--- config.mk ---
export PLATFORM = sky130hd
export DESIGN_NAME = vci_regs
export DESIGN_NICKNAME = d
export VERILOG_FILES = /design/src/pkg/vci_pkg.sv /design/src/verilog/vci_regs.sv
export SDC_FILE = /design/constraint.sdc
export NUM_CORES = 1
export LEC_CHECK = 0
export ABC_AREA = 0
export BUFFER_PORTS_ARGS = -buffer_cell sky130_fd_sc_hd__buf_2
export CAP_MARGIN = 20
export CORE_UTILIZATION = 30
export DETAILED_ROUTE_END_ITERATION = 12
export MAX_ROUTING_LAYER = met4
export PLACE_DENSITY = 0.67
export SYNTH_ARGS = -nofsm -noshare
export SYNTH_HDL_FRONTEND = slang
export SYNTH_SLANG_ARGS = --single-unit
--- constraint.sdc ---
create_clock -name clk_sys -period 2.61 [get_ports clk_sys]
set_clock_uncertainty 0.15 [all_clocks]
set_input_delay 0.783 -clock clk_sys [delete_from_list [all_inputs] [get_ports clk_sys]]
set_output_delay 0.783 -clock clk_sys [all_outputs]
set_load 0.01 [all_outputs]
--- src/pkg/vci_pkg.sv ---
// Constants, types and access encodings for the virtual interface
// control and type register block.
// Assumes a core that presents one decoded system-register access per cycle.
package vci_pkg;
  localparam logic [1:0]  ENC_OP0    = 2'h3;
  localparam logic [2:0]  ENC_OP1    = 3'h4;
  localparam logic [3:0]  ENC_CRN    = 4'hc;
  localparam logic [3:0]  ENC_CRM    = 4'hb;
  localparam logic [2:0]  OP2_CTRL   = 3'h7;
  localparam logic [2:0]  OP2_TYPE   = 3'h1;
  localparam int          PAGE_SHIFT = 12;
  localparam logic [63:0] CTRL_MEM_OFS = 64'h4c8;
  localparam int          GRP0_EN_BIT  = 0;
  localparam int          BPR0_LSB     = 21;
  localparam int          PRIO_LSB   = 29;
  localparam int          PRE_LSB    = 26;
  localparam int          ID_LSB     = 23;
  localparam int          SERR_BIT   = 22;
  localparam int          AFF3_BIT   = 21;
  localparam int          NOINJ_BIT  = 20;
  localparam int          DTRAP_BIT  = 19;
  localparam int          LR_LSB     = 0;
  localparam logic [2:0]  ID_16      = 3'h0;
  localparam logic [2:0]  ID_24      = 3'h1;
  localparam logic [2:0]  PRE_MIN_M1 = 3'h4;
  localparam logic [2:0]  PRE_MAX_M1 = 3'h6;
  localparam logic [2:0]  BPR_MAX    = 3'h7;
  localparam logic [63:0] CTRL_WMASK = 64'h0000_0000_ffe0_021f;
  localparam logic [1:0]  EL1 = 2'h1;
  localparam logic [1:0]  EL2 = 2'h2;
  localparam logic [1:0]  EL3 = 2'h3;

  typedef struct packed {
    logic        valid;
    logic        write;
    logic [1:0]  el;
    logic [1:0]  op0;
    logic [2:0]  op1;
    logic [3:0]  crn;
    logic [3:0]  crm;
    logic [2:0]  op2;
    logic [63:0] wdata;
  } vci_req_s;

  typedef struct packed {
    logic        sysreg_enable_hyp;
    logic        sysreg_enable_monitor;
    logic        nested_virt_ctrl;
    logic        nested_virt_mem_redirect;
    logic        host_trap_general;
    logic        nonsecure_state;
    logic        secure_hyp_enable;
    logic        hyp_is_64bit;
    logic [51:0] nested_ctx_base;
  } vci_cfg_s;

  typedef struct packed {
    logic        done;
    logic        trap_el2;
    logic        trap_el3;
    logic        undef;
    logic        mem_redirect;
    logic [63:0] mem_addr;
    logic [63:0] rdata;
  } vci_rsp_s;
endpackage

--- src/verilog/vci_regs.sv ---
// Virtual machine control and virtual type registers of the virtual
// interrupt CPU interface. One access in, one registered response out.
// Assumes req and cfg are synchronous to clk_sys from the core.
`timescale 1ns/10ps
`default_nettype none
module vci_regs #(
  parameter bit         HYP_IMPL       = 1'b1,
  parameter logic [2:0] PRIO_BITS_M1   = 3'h4,
  parameter logic [2:0] PREEMPT_M1     = 3'h4,
  parameter logic [2:0] ID_CODE        = 3'h0,
  parameter bit         SERR_SUPPORT   = 1'b0,
  parameter bit         AFF3_SUPPORT   = 1'b0,
  parameter bit         DIRECT_INJECT  = 1'b0,
  parameter bit         DTRAP_SUPPORT  = 1'b1,
  parameter logic [4:0] LIST_REGS_M1   = 5'h0f
) (
  input  wire logic              clk_sys,
  input  wire logic              srst,
  input  wire vci_pkg::vci_req_s req,
  input  wire vci_pkg::vci_cfg_s cfg,
  output vci_pkg::vci_rsp_s      rsp,
  output logic                   virt_grp0_enable,
  output logic [2:0]             virt_grp0_binary_point
);
  // ------------------------------------------------------------------
  // Access decode
  // ------------------------------------------------------------------
  function automatic logic hits(input vci_pkg::vci_req_s r, input logic [2:0] op2);
    hits = r.valid && r.op0 == vci_pkg::ENC_OP0 && r.op1 == vci_pkg::ENC_OP1 &&
           r.crn == vci_pkg::ENC_CRN && r.crm == vci_pkg::ENC_CRM && r.op2 == op2;
  endfunction

  // type word built once from constants
  function automatic logic [63:0] type_word();
    logic [63:0] w;
    w = '0;
    w[vci_pkg::PRIO_LSB +: 3] = PRIO_BITS_M1;
    w[vci_pkg::PRE_LSB +: 3]  = PREEMPT_M1;
    w[vci_pkg::ID_LSB +: 3]   = ID_CODE;
    w[vci_pkg::SERR_BIT]      = SERR_SUPPORT;
    w[vci_pkg::AFF3_BIT]      = AFF3_SUPPORT;
    w[vci_pkg::NOINJ_BIT]     = ~DIRECT_INJECT;
    w[vci_pkg::DTRAP_BIT]     = DTRAP_SUPPORT;
    w[vci_pkg::LR_LSB +: 5]   = LIST_REGS_M1;
    // no EL2: all zero except no-inject
    if (!HYP_IMPL) begin
      w = '0;
      w[vci_pkg::NOINJ_BIT] = 1'b1;
    end
    type_word = w;
  endfunction

  localparam logic [63:0] TYPE_VALUE = type_word();

  logic [63:0]        ctrl;
  logic [63:0]        next_ctrl;
  vci_pkg::vci_rsp_s  next_rsp;
  logic               hit_ctrl;
  logic               hit_type;
  logic               sec_ok;
  logic [2:0]         wbpr;

  // ------------------------------------------------------------------
  // Access resolution
  // ------------------------------------------------------------------
  always_comb begin
    hit_ctrl  = hits(req, vci_pkg::OP2_CTRL);
    hit_type  = hits(req, vci_pkg::OP2_TYPE);
    sec_ok    = cfg.nonsecure_state || cfg.secure_hyp_enable;
    next_ctrl = ctrl;
    next_rsp  = '0;
    wbpr      = req.wdata[vci_pkg::BPR0_LSB +: 3];
    next_rsp.done = hit_ctrl || hit_type;
    if (hit_ctrl || hit_type) begin
      if (hit_type && req.write) begin
        // writes to read-only type register are undefined
        next_rsp.undef = 1'b1;
      end else if (req.el == vci_pkg::EL2 && !cfg.sysreg_enable_hyp) begin
        next_rsp.trap_el2 = 1'b1;
      end else if (req.el == vci_pkg::EL3 && !cfg.sysreg_enable_monitor) begin
        next_rsp.trap_el3 = 1'b1;
      end else if (req.el == vci_pkg::EL1 && hit_ctrl && sec_ok &&
                   cfg.nested_virt_ctrl && cfg.nested_virt_mem_redirect &&
                   !cfg.host_trap_general) begin
        next_rsp.mem_redirect = 1'b1;
        next_rsp.mem_addr = ({12'h000, cfg.nested_ctx_base} << vci_pkg::PAGE_SHIFT) +
                            vci_pkg::CTRL_MEM_OFS;
      end else if (req.el == vci_pkg::EL1 && hit_ctrl && sec_ok &&
                   cfg.nested_virt_ctrl && !cfg.nested_virt_mem_redirect &&
                   cfg.hyp_is_64bit) begin
        next_rsp.trap_el2 = 1'b1;
      end else if (req.el == vci_pkg::EL3 || req.el == vci_pkg::EL2 && sec_ok) begin
        if (hit_type) begin
          next_rsp.rdata = TYPE_VALUE;
        end else if (req.write) begin
          next_ctrl = req.wdata & vci_pkg::CTRL_WMASK;
          // binary point clamps to preemption-derived minimum
          if (wbpr < vci_pkg::BPR_MAX - PREEMPT_M1) begin
            next_ctrl[vci_pkg::BPR0_LSB +: 3] = vci_pkg::BPR_MAX - PREEMPT_M1;
          end
          if (!HYP_IMPL) begin
            next_ctrl = '0;
          end
        end else begin
          next_rsp.rdata = ctrl;
        end
      end else begin
        next_rsp.undef = 1'b1;
      end
    end
  end

  always_ff @(posedge clk_sys) begin
    if (srst) begin
      ctrl <= '0;
      rsp  <= '0;
      virt_grp0_enable <= 1'b0;
      virt_grp0_binary_point <= 3'h0;
    end else begin
      ctrl <= next_ctrl;
      rsp  <= next_rsp;
      // group 0 enable from bit 0
      virt_grp0_enable <= next_ctrl[vci_pkg::GRP0_EN_BIT];
      virt_grp0_binary_point <= next_ctrl[vci_pkg::BPR0_LSB +: 3];
    end
  end

  // ------------------------------------------------------------------
  // Checks
  // ------------------------------------------------------------------
  initial begin
    assert (PRIO_BITS_M1 >= vci_pkg::PRE_MIN_M1 && PREEMPT_M1 >= vci_pkg::PRE_MIN_M1 &&
            PREEMPT_M1 <= PRIO_BITS_M1 && PREEMPT_M1 <= vci_pkg::PRE_MAX_M1 &&
            (ID_CODE == vci_pkg::ID_16 || ID_CODE == vci_pkg::ID_24))
      else $error("bad type parameters");
  end

  trap_hyp_a: assert property (@(posedge clk_sys) disable iff (srst)
    hits(req, vci_pkg::OP2_CTRL) && req.el == vci_pkg::EL2 && !cfg.sysreg_enable_hyp
    |=> rsp.trap_el2 && rsp.rdata == '0 && $stable(ctrl))
    else $error("EL2 access not trapped");
  trap_mon_a: assert property (@(posedge clk_sys) disable iff (srst)
    hits(req, vci_pkg::OP2_TYPE) && req.el == vci_pkg::EL3 && !cfg.sysreg_enable_monitor
    && !req.write |=> rsp.trap_el3)
    else $error("EL3 type read not trapped");
  redirect_addr_a: assert property (@(posedge clk_sys) disable iff (srst)
    rsp.mem_redirect |-> rsp.mem_addr[11:0] == vci_pkg::CTRL_MEM_OFS[11:0] && !rsp.trap_el2)
    else $error("redirect address wrong");
  nested_trap_a: assert property (@(posedge clk_sys) disable iff (srst)
    hits(req, vci_pkg::OP2_CTRL) && req.el == vci_pkg::EL1 && cfg.nested_virt_ctrl &&
    !cfg.nested_virt_mem_redirect && cfg.hyp_is_64bit && cfg.nonsecure_state
    |=> rsp.trap_el2)
    else $error("nested EL1 access not trapped");
  grp0_follow_a: assert property (@(posedge clk_sys) disable iff (srst)
    virt_grp0_enable == ctrl[vci_pkg::GRP0_EN_BIT])
    else $error("group 0 enable mismatch");
  write_read_a: assert property (@(posedge clk_sys) disable iff (srst)
    hits(req, vci_pkg::OP2_CTRL) && req.write && req.el == vci_pkg::EL3 &&
    cfg.sysreg_enable_monitor ##1 hits(req, vci_pkg::OP2_CTRL) && !req.write &&
    req.el == vci_pkg::EL3 && cfg.sysreg_enable_monitor
    |=> rsp.rdata[0] == $past(req.wdata[0], 2) || !HYP_IMPL)
    else $error("control write not read back");
  bpr_floor_a: assert property (@(posedge clk_sys) disable iff (srst)
    $changed(ctrl) |-> ctrl[vci_pkg::BPR0_LSB +: 3] >= vci_pkg::BPR_MAX - PREEMPT_M1
    || ctrl == '0)
    else $error("binary point below minimum");
  type_const_a: assert property (@(posedge clk_sys) disable iff (srst)
    rsp.done && hits($past(req), vci_pkg::OP2_TYPE) && rsp.rdata != '0
    |-> rsp.rdata == TYPE_VALUE && rsp.rdata[63:32] == '0 && rsp.rdata[18:5] == '0)
    else $error("type read value wrong");
  noinj_a: assert property (@(posedge clk_sys) disable iff (srst)
    rsp.rdata == TYPE_VALUE |-> rsp.rdata[vci_pkg::NOINJ_BIT] == ~DIRECT_INJECT)
    else $error("direct inject bit wrong");


  // ------------------------------------------------------------------
  // Trap and refusal checks
  // ------------------------------------------------------------------
  // A refused access must leave the control word alone
  mon_ctrl_a: assert property (@(posedge clk_sys) disable iff (srst)
    hit_ctrl && req.el == vci_pkg::EL3 && !cfg.sysreg_enable_monitor
    |=> rsp.trap_el3 && !rsp.trap_el2 && $stable(ctrl))
    else $error("EL3 control access not trapped");
  hyp_type_trap_a: assert property (@(posedge clk_sys) disable iff (srst)
    hit_type && !req.write && req.el == vci_pkg::EL2 && !cfg.sysreg_enable_hyp
    |=> rsp.trap_el2 && rsp.rdata == '0)
    else $error("EL2 type read not trapped");
  type_write_undef_a: assert property (@(posedge clk_sys) disable iff (srst)
    hit_type && req.write
    |=> rsp.undef && !rsp.trap_el2 && !rsp.trap_el3 && $stable(ctrl))
    else $error("type register write not refused");
  one_outcome_a: assert property (@(posedge clk_sys) disable iff (srst)
    $onehot0({rsp.trap_el2, rsp.trap_el3, rsp.undef, rsp.mem_redirect}))
    else $error("more than one access outcome");
  // Refused answers carry no data, so a core never takes a stale word
  trap_clean_a: assert property (@(posedge clk_sys) disable iff (srst)
    rsp.trap_el2 || rsp.trap_el3 || rsp.undef
    |-> rsp.rdata == '0 && rsp.mem_addr == '0)
    else $error("refused access carries data");
  secure_undef_a: assert property (@(posedge clk_sys) disable iff (srst)
    hit_ctrl && req.el == vci_pkg::EL2 && cfg.sysreg_enable_hyp && !sec_ok
    |=> rsp.undef)
    else $error("EL2 access without EL2 state accepted");
  el1_plain_undef_a: assert property (@(posedge clk_sys) disable iff (srst)
    (hit_ctrl || hit_type) && req.el == vci_pkg::EL1 && !cfg.nested_virt_ctrl
    |=> rsp.undef)
    else $error("plain EL1 access accepted");

  // ------------------------------------------------------------------
  // Redirect checks
  // ------------------------------------------------------------------
  redirect_full_a: assert property (@(posedge clk_sys) disable iff (srst)
    hit_ctrl && req.el == vci_pkg::EL1 && sec_ok && cfg.nested_virt_ctrl &&
    cfg.nested_virt_mem_redirect && !cfg.host_trap_general
    |=> rsp.mem_redirect && rsp.mem_addr ==
        ({12'h000, $past(cfg.nested_ctx_base)} << vci_pkg::PAGE_SHIFT) +
        vci_pkg::CTRL_MEM_OFS)
    else $error("nested access not redirected");
  // The core does the memory access; the register itself must not move
  redirect_hold_a: assert property (@(posedge clk_sys) disable iff (srst)
    rsp.mem_redirect |-> $stable(ctrl) && rsp.rdata == '0)
    else $error("redirected access touched control");

  // ------------------------------------------------------------------
  // Control data checks
  // ------------------------------------------------------------------
  ctrl_read_a: assert property (@(posedge clk_sys) disable iff (srst)
    hit_ctrl && !req.write && req.el == vci_pkg::EL3 && cfg.sysreg_enable_monitor
    |=> rsp.rdata == $past(ctrl) && !rsp.undef)
    else $error("control read data wrong");
  ctrl_hold_a: assert property (@(posedge clk_sys) disable iff (srst)
    !(hit_ctrl && req.write) |=> $stable(ctrl))
    else $error("control changed without write");
  resv_zero_a: assert property (@(posedge clk_sys) disable iff (srst)
    (ctrl & ~vci_pkg::CTRL_WMASK) == '0)
    else $error("reserved control bit set");
  quiet_idle_a: assert property (@(posedge clk_sys) disable iff (srst)
    !(hit_ctrl || hit_type) |=> rsp == '0)
    else $error("answer without access");
  done_pulse_a: assert property (@(posedge clk_sys) disable iff (srst)
    hit_ctrl || hit_type |=> rsp.done)
    else $error("access not answered");
  grp0_write_a: assert property (@(posedge clk_sys) disable iff (srst)
    hit_ctrl && req.write && req.el == vci_pkg::EL3 && cfg.sysreg_enable_monitor
    |=> !HYP_IMPL || virt_grp0_enable == $past(req.wdata[vci_pkg::GRP0_EN_BIT]))
    else $error("group 0 enable not written");
  bpr_out_a: assert property (@(posedge clk_sys) disable iff (srst)
    virt_grp0_binary_point == ctrl[vci_pkg::BPR0_LSB +: 3])
    else $error("binary point output mismatch");
  // Low binary point writes saturate instead of being refused
  bpr_clamp_a: assert property (@(posedge clk_sys) disable iff (srst)
    hit_ctrl && req.write && req.el == vci_pkg::EL3 && cfg.sysreg_enable_monitor &&
    req.wdata[vci_pkg::BPR0_LSB +: 3] < vci_pkg::BPR_MAX - PREEMPT_M1
    |=> !HYP_IMPL || ctrl[vci_pkg::BPR0_LSB +: 3] == vci_pkg::BPR_MAX - PREEMPT_M1)
    else $error("binary point not clamped");

  // ------------------------------------------------------------------
  // Type register checks
  // ------------------------------------------------------------------
  mon_type_ok_a: assert property (@(posedge clk_sys) disable iff (srst)
    hit_type && !req.write && req.el == vci_pkg::EL3 && cfg.sysreg_enable_monitor
    |=> rsp.rdata == TYPE_VALUE && !rsp.undef)
    else $error("EL3 type read wrong");
  hyp_type_ok_a: assert property (@(posedge clk_sys) disable iff (srst)
    hit_type && !req.write && req.el == vci_pkg::EL2 && cfg.sysreg_enable_hyp && sec_ok
    |=> rsp.rdata == TYPE_VALUE && !rsp.undef)
    else $error("EL2 type read wrong");
  no_hyp_type_a: assert property (@(posedge clk_sys) disable iff (srst)
    hit_type && !req.write && req.el == vci_pkg::EL3 && cfg.sysreg_enable_monitor
    |=> HYP_IMPL || rsp.rdata == (64'h1 << vci_pkg::NOINJ_BIT))
    else $error("type word without EL2 wrong");
  type_fields_a: assert property (@(posedge clk_sys) disable iff (srst)
    hit_type && !req.write && req.el == vci_pkg::EL3 && cfg.sysreg_enable_monitor
    |=> !HYP_IMPL || (rsp.rdata[vci_pkg::PRE_LSB +: 3] <= rsp.rdata[vci_pkg::PRIO_LSB +: 3] &&
        rsp.rdata[vci_pkg::PRE_LSB +: 3] >= vci_pkg::PRE_MIN_M1 &&
        rsp.rdata[vci_pkg::PRE_LSB +: 3] <= vci_pkg::PRE_MAX_M1))
    else $error("preemption field out of range");
  id_code_a: assert property (@(posedge clk_sys) disable iff (srst)
    hit_type && !req.write && req.el == vci_pkg::EL3 && cfg.sysreg_enable_monitor
    |=> !HYP_IMPL || rsp.rdata[vci_pkg::ID_LSB +: 3] == vci_pkg::ID_16 ||
        rsp.rdata[vci_pkg::ID_LSB +: 3] == vci_pkg::ID_24)
    else $error("identifier width code reserved");
  lr_field_a: assert property (@(posedge clk_sys) disable iff (srst)
    hit_type && !req.write && req.el == vci_pkg::EL3 && cfg.sysreg_enable_monitor
    |=> !HYP_IMPL || rsp.rdata[vci_pkg::LR_LSB +: 5] == LIST_REGS_M1)
    else $error("list register count wrong");
  resv_type_a: assert property (@(posedge clk_sys) disable iff (srst)
    hit_type && !req.write && req.el == vci_pkg::EL3 && cfg.sysreg_enable_monitor
    |=> rsp.rdata[63:32] == '0 && rsp.rdata[18:5] == '0)
    else $error("reserved type bit set");

  // ------------------------------------------------------------------
  // Scenario covers
  // ------------------------------------------------------------------
  cov_redirect_c: cover property (@(posedge clk_sys) rsp.mem_redirect);
  cov_trap_c: cover property (@(posedge clk_sys) rsp.trap_el2);
  cov_type_c: cover property (@(posedge clk_sys) rsp.done && rsp.rdata == TYPE_VALUE);
  cov_grp0_c: cover property (@(posedge clk_sys) $rose(virt_grp0_enable));
endmodule
`default_nettype wire
==> results.py <==
metrics = {
    "logic_synthesis": {
        "synth_edf_count": 0,
        "postSynthAreaPerCell_sq_um": 9.90,
        "synth_top_family_by_area": "simple AND/OR/NAND/NOR gates",
        "netlist.top_cell.by_area": "dfxtp_1",
        "ys_seq_area_share_pct": 53.4,
        "ys.flop_type": "dfxtp_1",
        "synth_cell_type_count": 34,
        "synthArstFlopShare_pct": 0,
        "synthAdderAreaFrac_pct": 0,
        "synth_simple_gate_area_share_pct": 19.8,
        "synth-warning-count": 0,
        "synth_top_area_share_pct": 53.4,
        "muxShareOfSynthArea_pct": 0,
        "synthCells": 352,
        "ys_ff_latch": 93,
        "synth_area_sq_um": 3490,
        "synth_top_cells_by_area": "dfxtp_1 53%, buf_4 13%, and2_1 9.3%",
        "synth_compound_area_share_pct": 9.80,
        "synthXorXnorAreaFrac_pct": 0,
    },
    "setup_path": {
        "reg2reg_slack_ps": 1730,
        "arrival_ps": 2600,
        "r2r-start": "ctrl[0]",
        "reg2reg_depth": 2,
        "r2r-end": "rsp[0]",
        "critPathCaptureType": "register",
        "critPathLaunchType": "primary input",
        "required_ps": 2680,
        "worstSetupPathType": "primary input to register",
        "cp_max_fo": 19,
    },
    "sta": {
        "fin_crit_ps": 2530,
        "final-hold-violation-count": 0,
        "setup_viol": 0,
        "worst_slew_pin_slew_ps": 690,
        "fin_crit_sh_pct": 96.9,
        "drv_slew": 0,
        "fmax_mhz": 396,
        "max_slew_margin_pct": 54.0,
        "layout_setup_ws_ps": 82.2,
        "rsz0062_at_grt": "false",
    },
    "pwr": {
        "vdd_ir_drop_max_mv": 0.651,
        "leakagePower_nw": 2.32,
        "p_per_area_nw_per_um2": 637,
    },
    "die": {
        "die_width_microns": 110,
        "num_rows": 38,
        "coreArea_sq_um": 11100,
        "die_h_microns": 110,
        "io_pins": 283,
        "die_area_sq_um": 12100,
        "start_util_pct": 31.5,
    },
    "drt": {
        "wl_per_cell_microns": 12.6,
        "dr.pass1.iters": 4,
        "ant_nets": 0,
        "vias": 2947,
        "viasPerCell": 4.33,
        "drt_wl_total_mm": 8.56,
        "drt_iter0_markers": 236,
        "remaining_drc_errors": 0,
    },
    "cts": {
        "cts-root-buf": "clkbuf_16",
        "cts.sinks": 93,
        "clk_path_buf_depth": 2,
        "cts_setup_buffers": 0,
        "clk_pin_slew_ps": 70,
        "cts_tree": "built",
        "cts_buffers": 9,
        "clk-insertion-delay-late_ps": 330,
        "cts_hold_buf": 0,
        "cts_max_level": 3,
    },
    "final_layout": {
        "nNetsFinal": 681,
        "design_area_sq_um": 4760,
        "layout_common_cells": "182 x buf_2, 93 x dfxtp_1, 53 x conb_1, 52 x and2_1, 24 x a21oi_1",
        "layout_commonest_cell": "buf_2",
        "multiInputGateArea_sq_um": 1260,
        "drive_above_1_share_pct": 41.4,
        "seqCellArea_sq_um": 1860,
        "nFillCells": 1088,
        "syn2layout_area_growth_pct": 36.7,
    },
    "min_path": {
        "hold_end": "rsp[4]",
        "min_path_cells": 2,
        "min_from": "ctrl[4]",
        "min_path_type": "register to register",
    },
    "grt": {
        "grt_max_degree": 54,
        "grt_pass1_vias": 2666,
        "grt_pass1_wl_mm": 12.6,
        "grt_remaining_overflow": 0,
        "gr-usage-all-layers_pct": 14.1,
        "antenna_found_initial": 0,
    },
    "place": {
        "port_buffers": 182,
        "dp_slack_ps": -373,
        "gp_congestion": 0.853,
        "place_area_sq_um": 4390,
        "hpwl_mm": 6.59,
    },
    "job": {
        "cap_violations": 0,
    },
    "outcome": {
        "status": "finished clean",
    },
}
## routing by layer
layer  GRT usage, %  part of all wire, %  up-vias
met1           14.0                   37     1309
met5              -                    0        -
met4           7.24                  2.1        0
met2           25.6                   51      176
met3           3.50                   10       14
li1               -                    -     1448
## how the worst max path moves through the flow
stage,startpoint,end,cells after the start
2_1_floorplan,req[75],rsp[131],4
3_3_place_gp,req[75],rsp[26],7
3_5_place_dp,req[75],rsp[27],7
4_1_cts,req[75],rsp[4],7
5_1_grt,req[75],rsp[131],5
6_report,req[75],rsp[27],7
## synthesized netlist by cell type (2+ instances only)
master / count
nand4_1: 17
a21oi_1: 24
nor3_1: 18
buf_2: 3
or4_1: 2
inv_1: 15
nor2_1: 4
nand2_1: 7
clkbuf_2: 4
clkbuf_1: 12
o31ai_1: 17
dfxtp_1: 93
o2111ai_1: 3
buf_4: 60
o21a_1: 2
nand2b_1: 2
and2_1: 52
## timing repair
| action | 4_1_cts | 5_1_grt |
|---|---|---|
| endpoints found under the setup margin | 6 | 6 |
| cloned | 1 | 0 |
| resized for setup | 3 | 3 |
## flip-flops by register name, summed over array words and instances (netlist names)
signal,cells
virt_grp0_binary_point,3
ctrl,14
rsp,76
## per-stage QoR
step	util [%]	hold WS (ps)	cells	power, mW	TNS [ps]
finish	43.0	289	680	3.03	0
global route	43.0	321	679	3.15	0
CTS	42.9	288	679	3.07	0
detailed placement	39.6	278	663	1.61	-18750
global placement	39.6	279	663	1.61	-17030
floorplan	-	267	404	1.58	-3760
## logic make-up after synthesis
kind of cell	after synthesis
other	1
buffers and inverters	94
AND/OR/NAND/NOR	112
AO/OA/AOI/OAI	52
flip-flops	93
## critical path: stages
cell and delay [ps]:
buf_2 100, or4b_4 530, or4_4 480, buf_6 200, o2111ai_4 250, buf_4 200, nor3_1 60
## area by class of cell
cell class	instances	area share (%)
sequential	93	39.1
timing repair buffer	199	22.4
clock inverter	6	2.34
inverter	15	1.18
clock buffer	9	4.73
multi-input combinational	217	26.5
tap	140	3.68
antenna	1	0.0525
## power breakdown
part | switching [mW] | total (mW) | internal (mW)
combinational | 0.103 | 0.171 | 0.0681
sequential | 0.000000260 | 1.42 | 1.42
clock | 0.513 | 1.44 | 0.931
total | 0.616 | 3.03 | 2.42
Power figures use the tool's default switching activity.
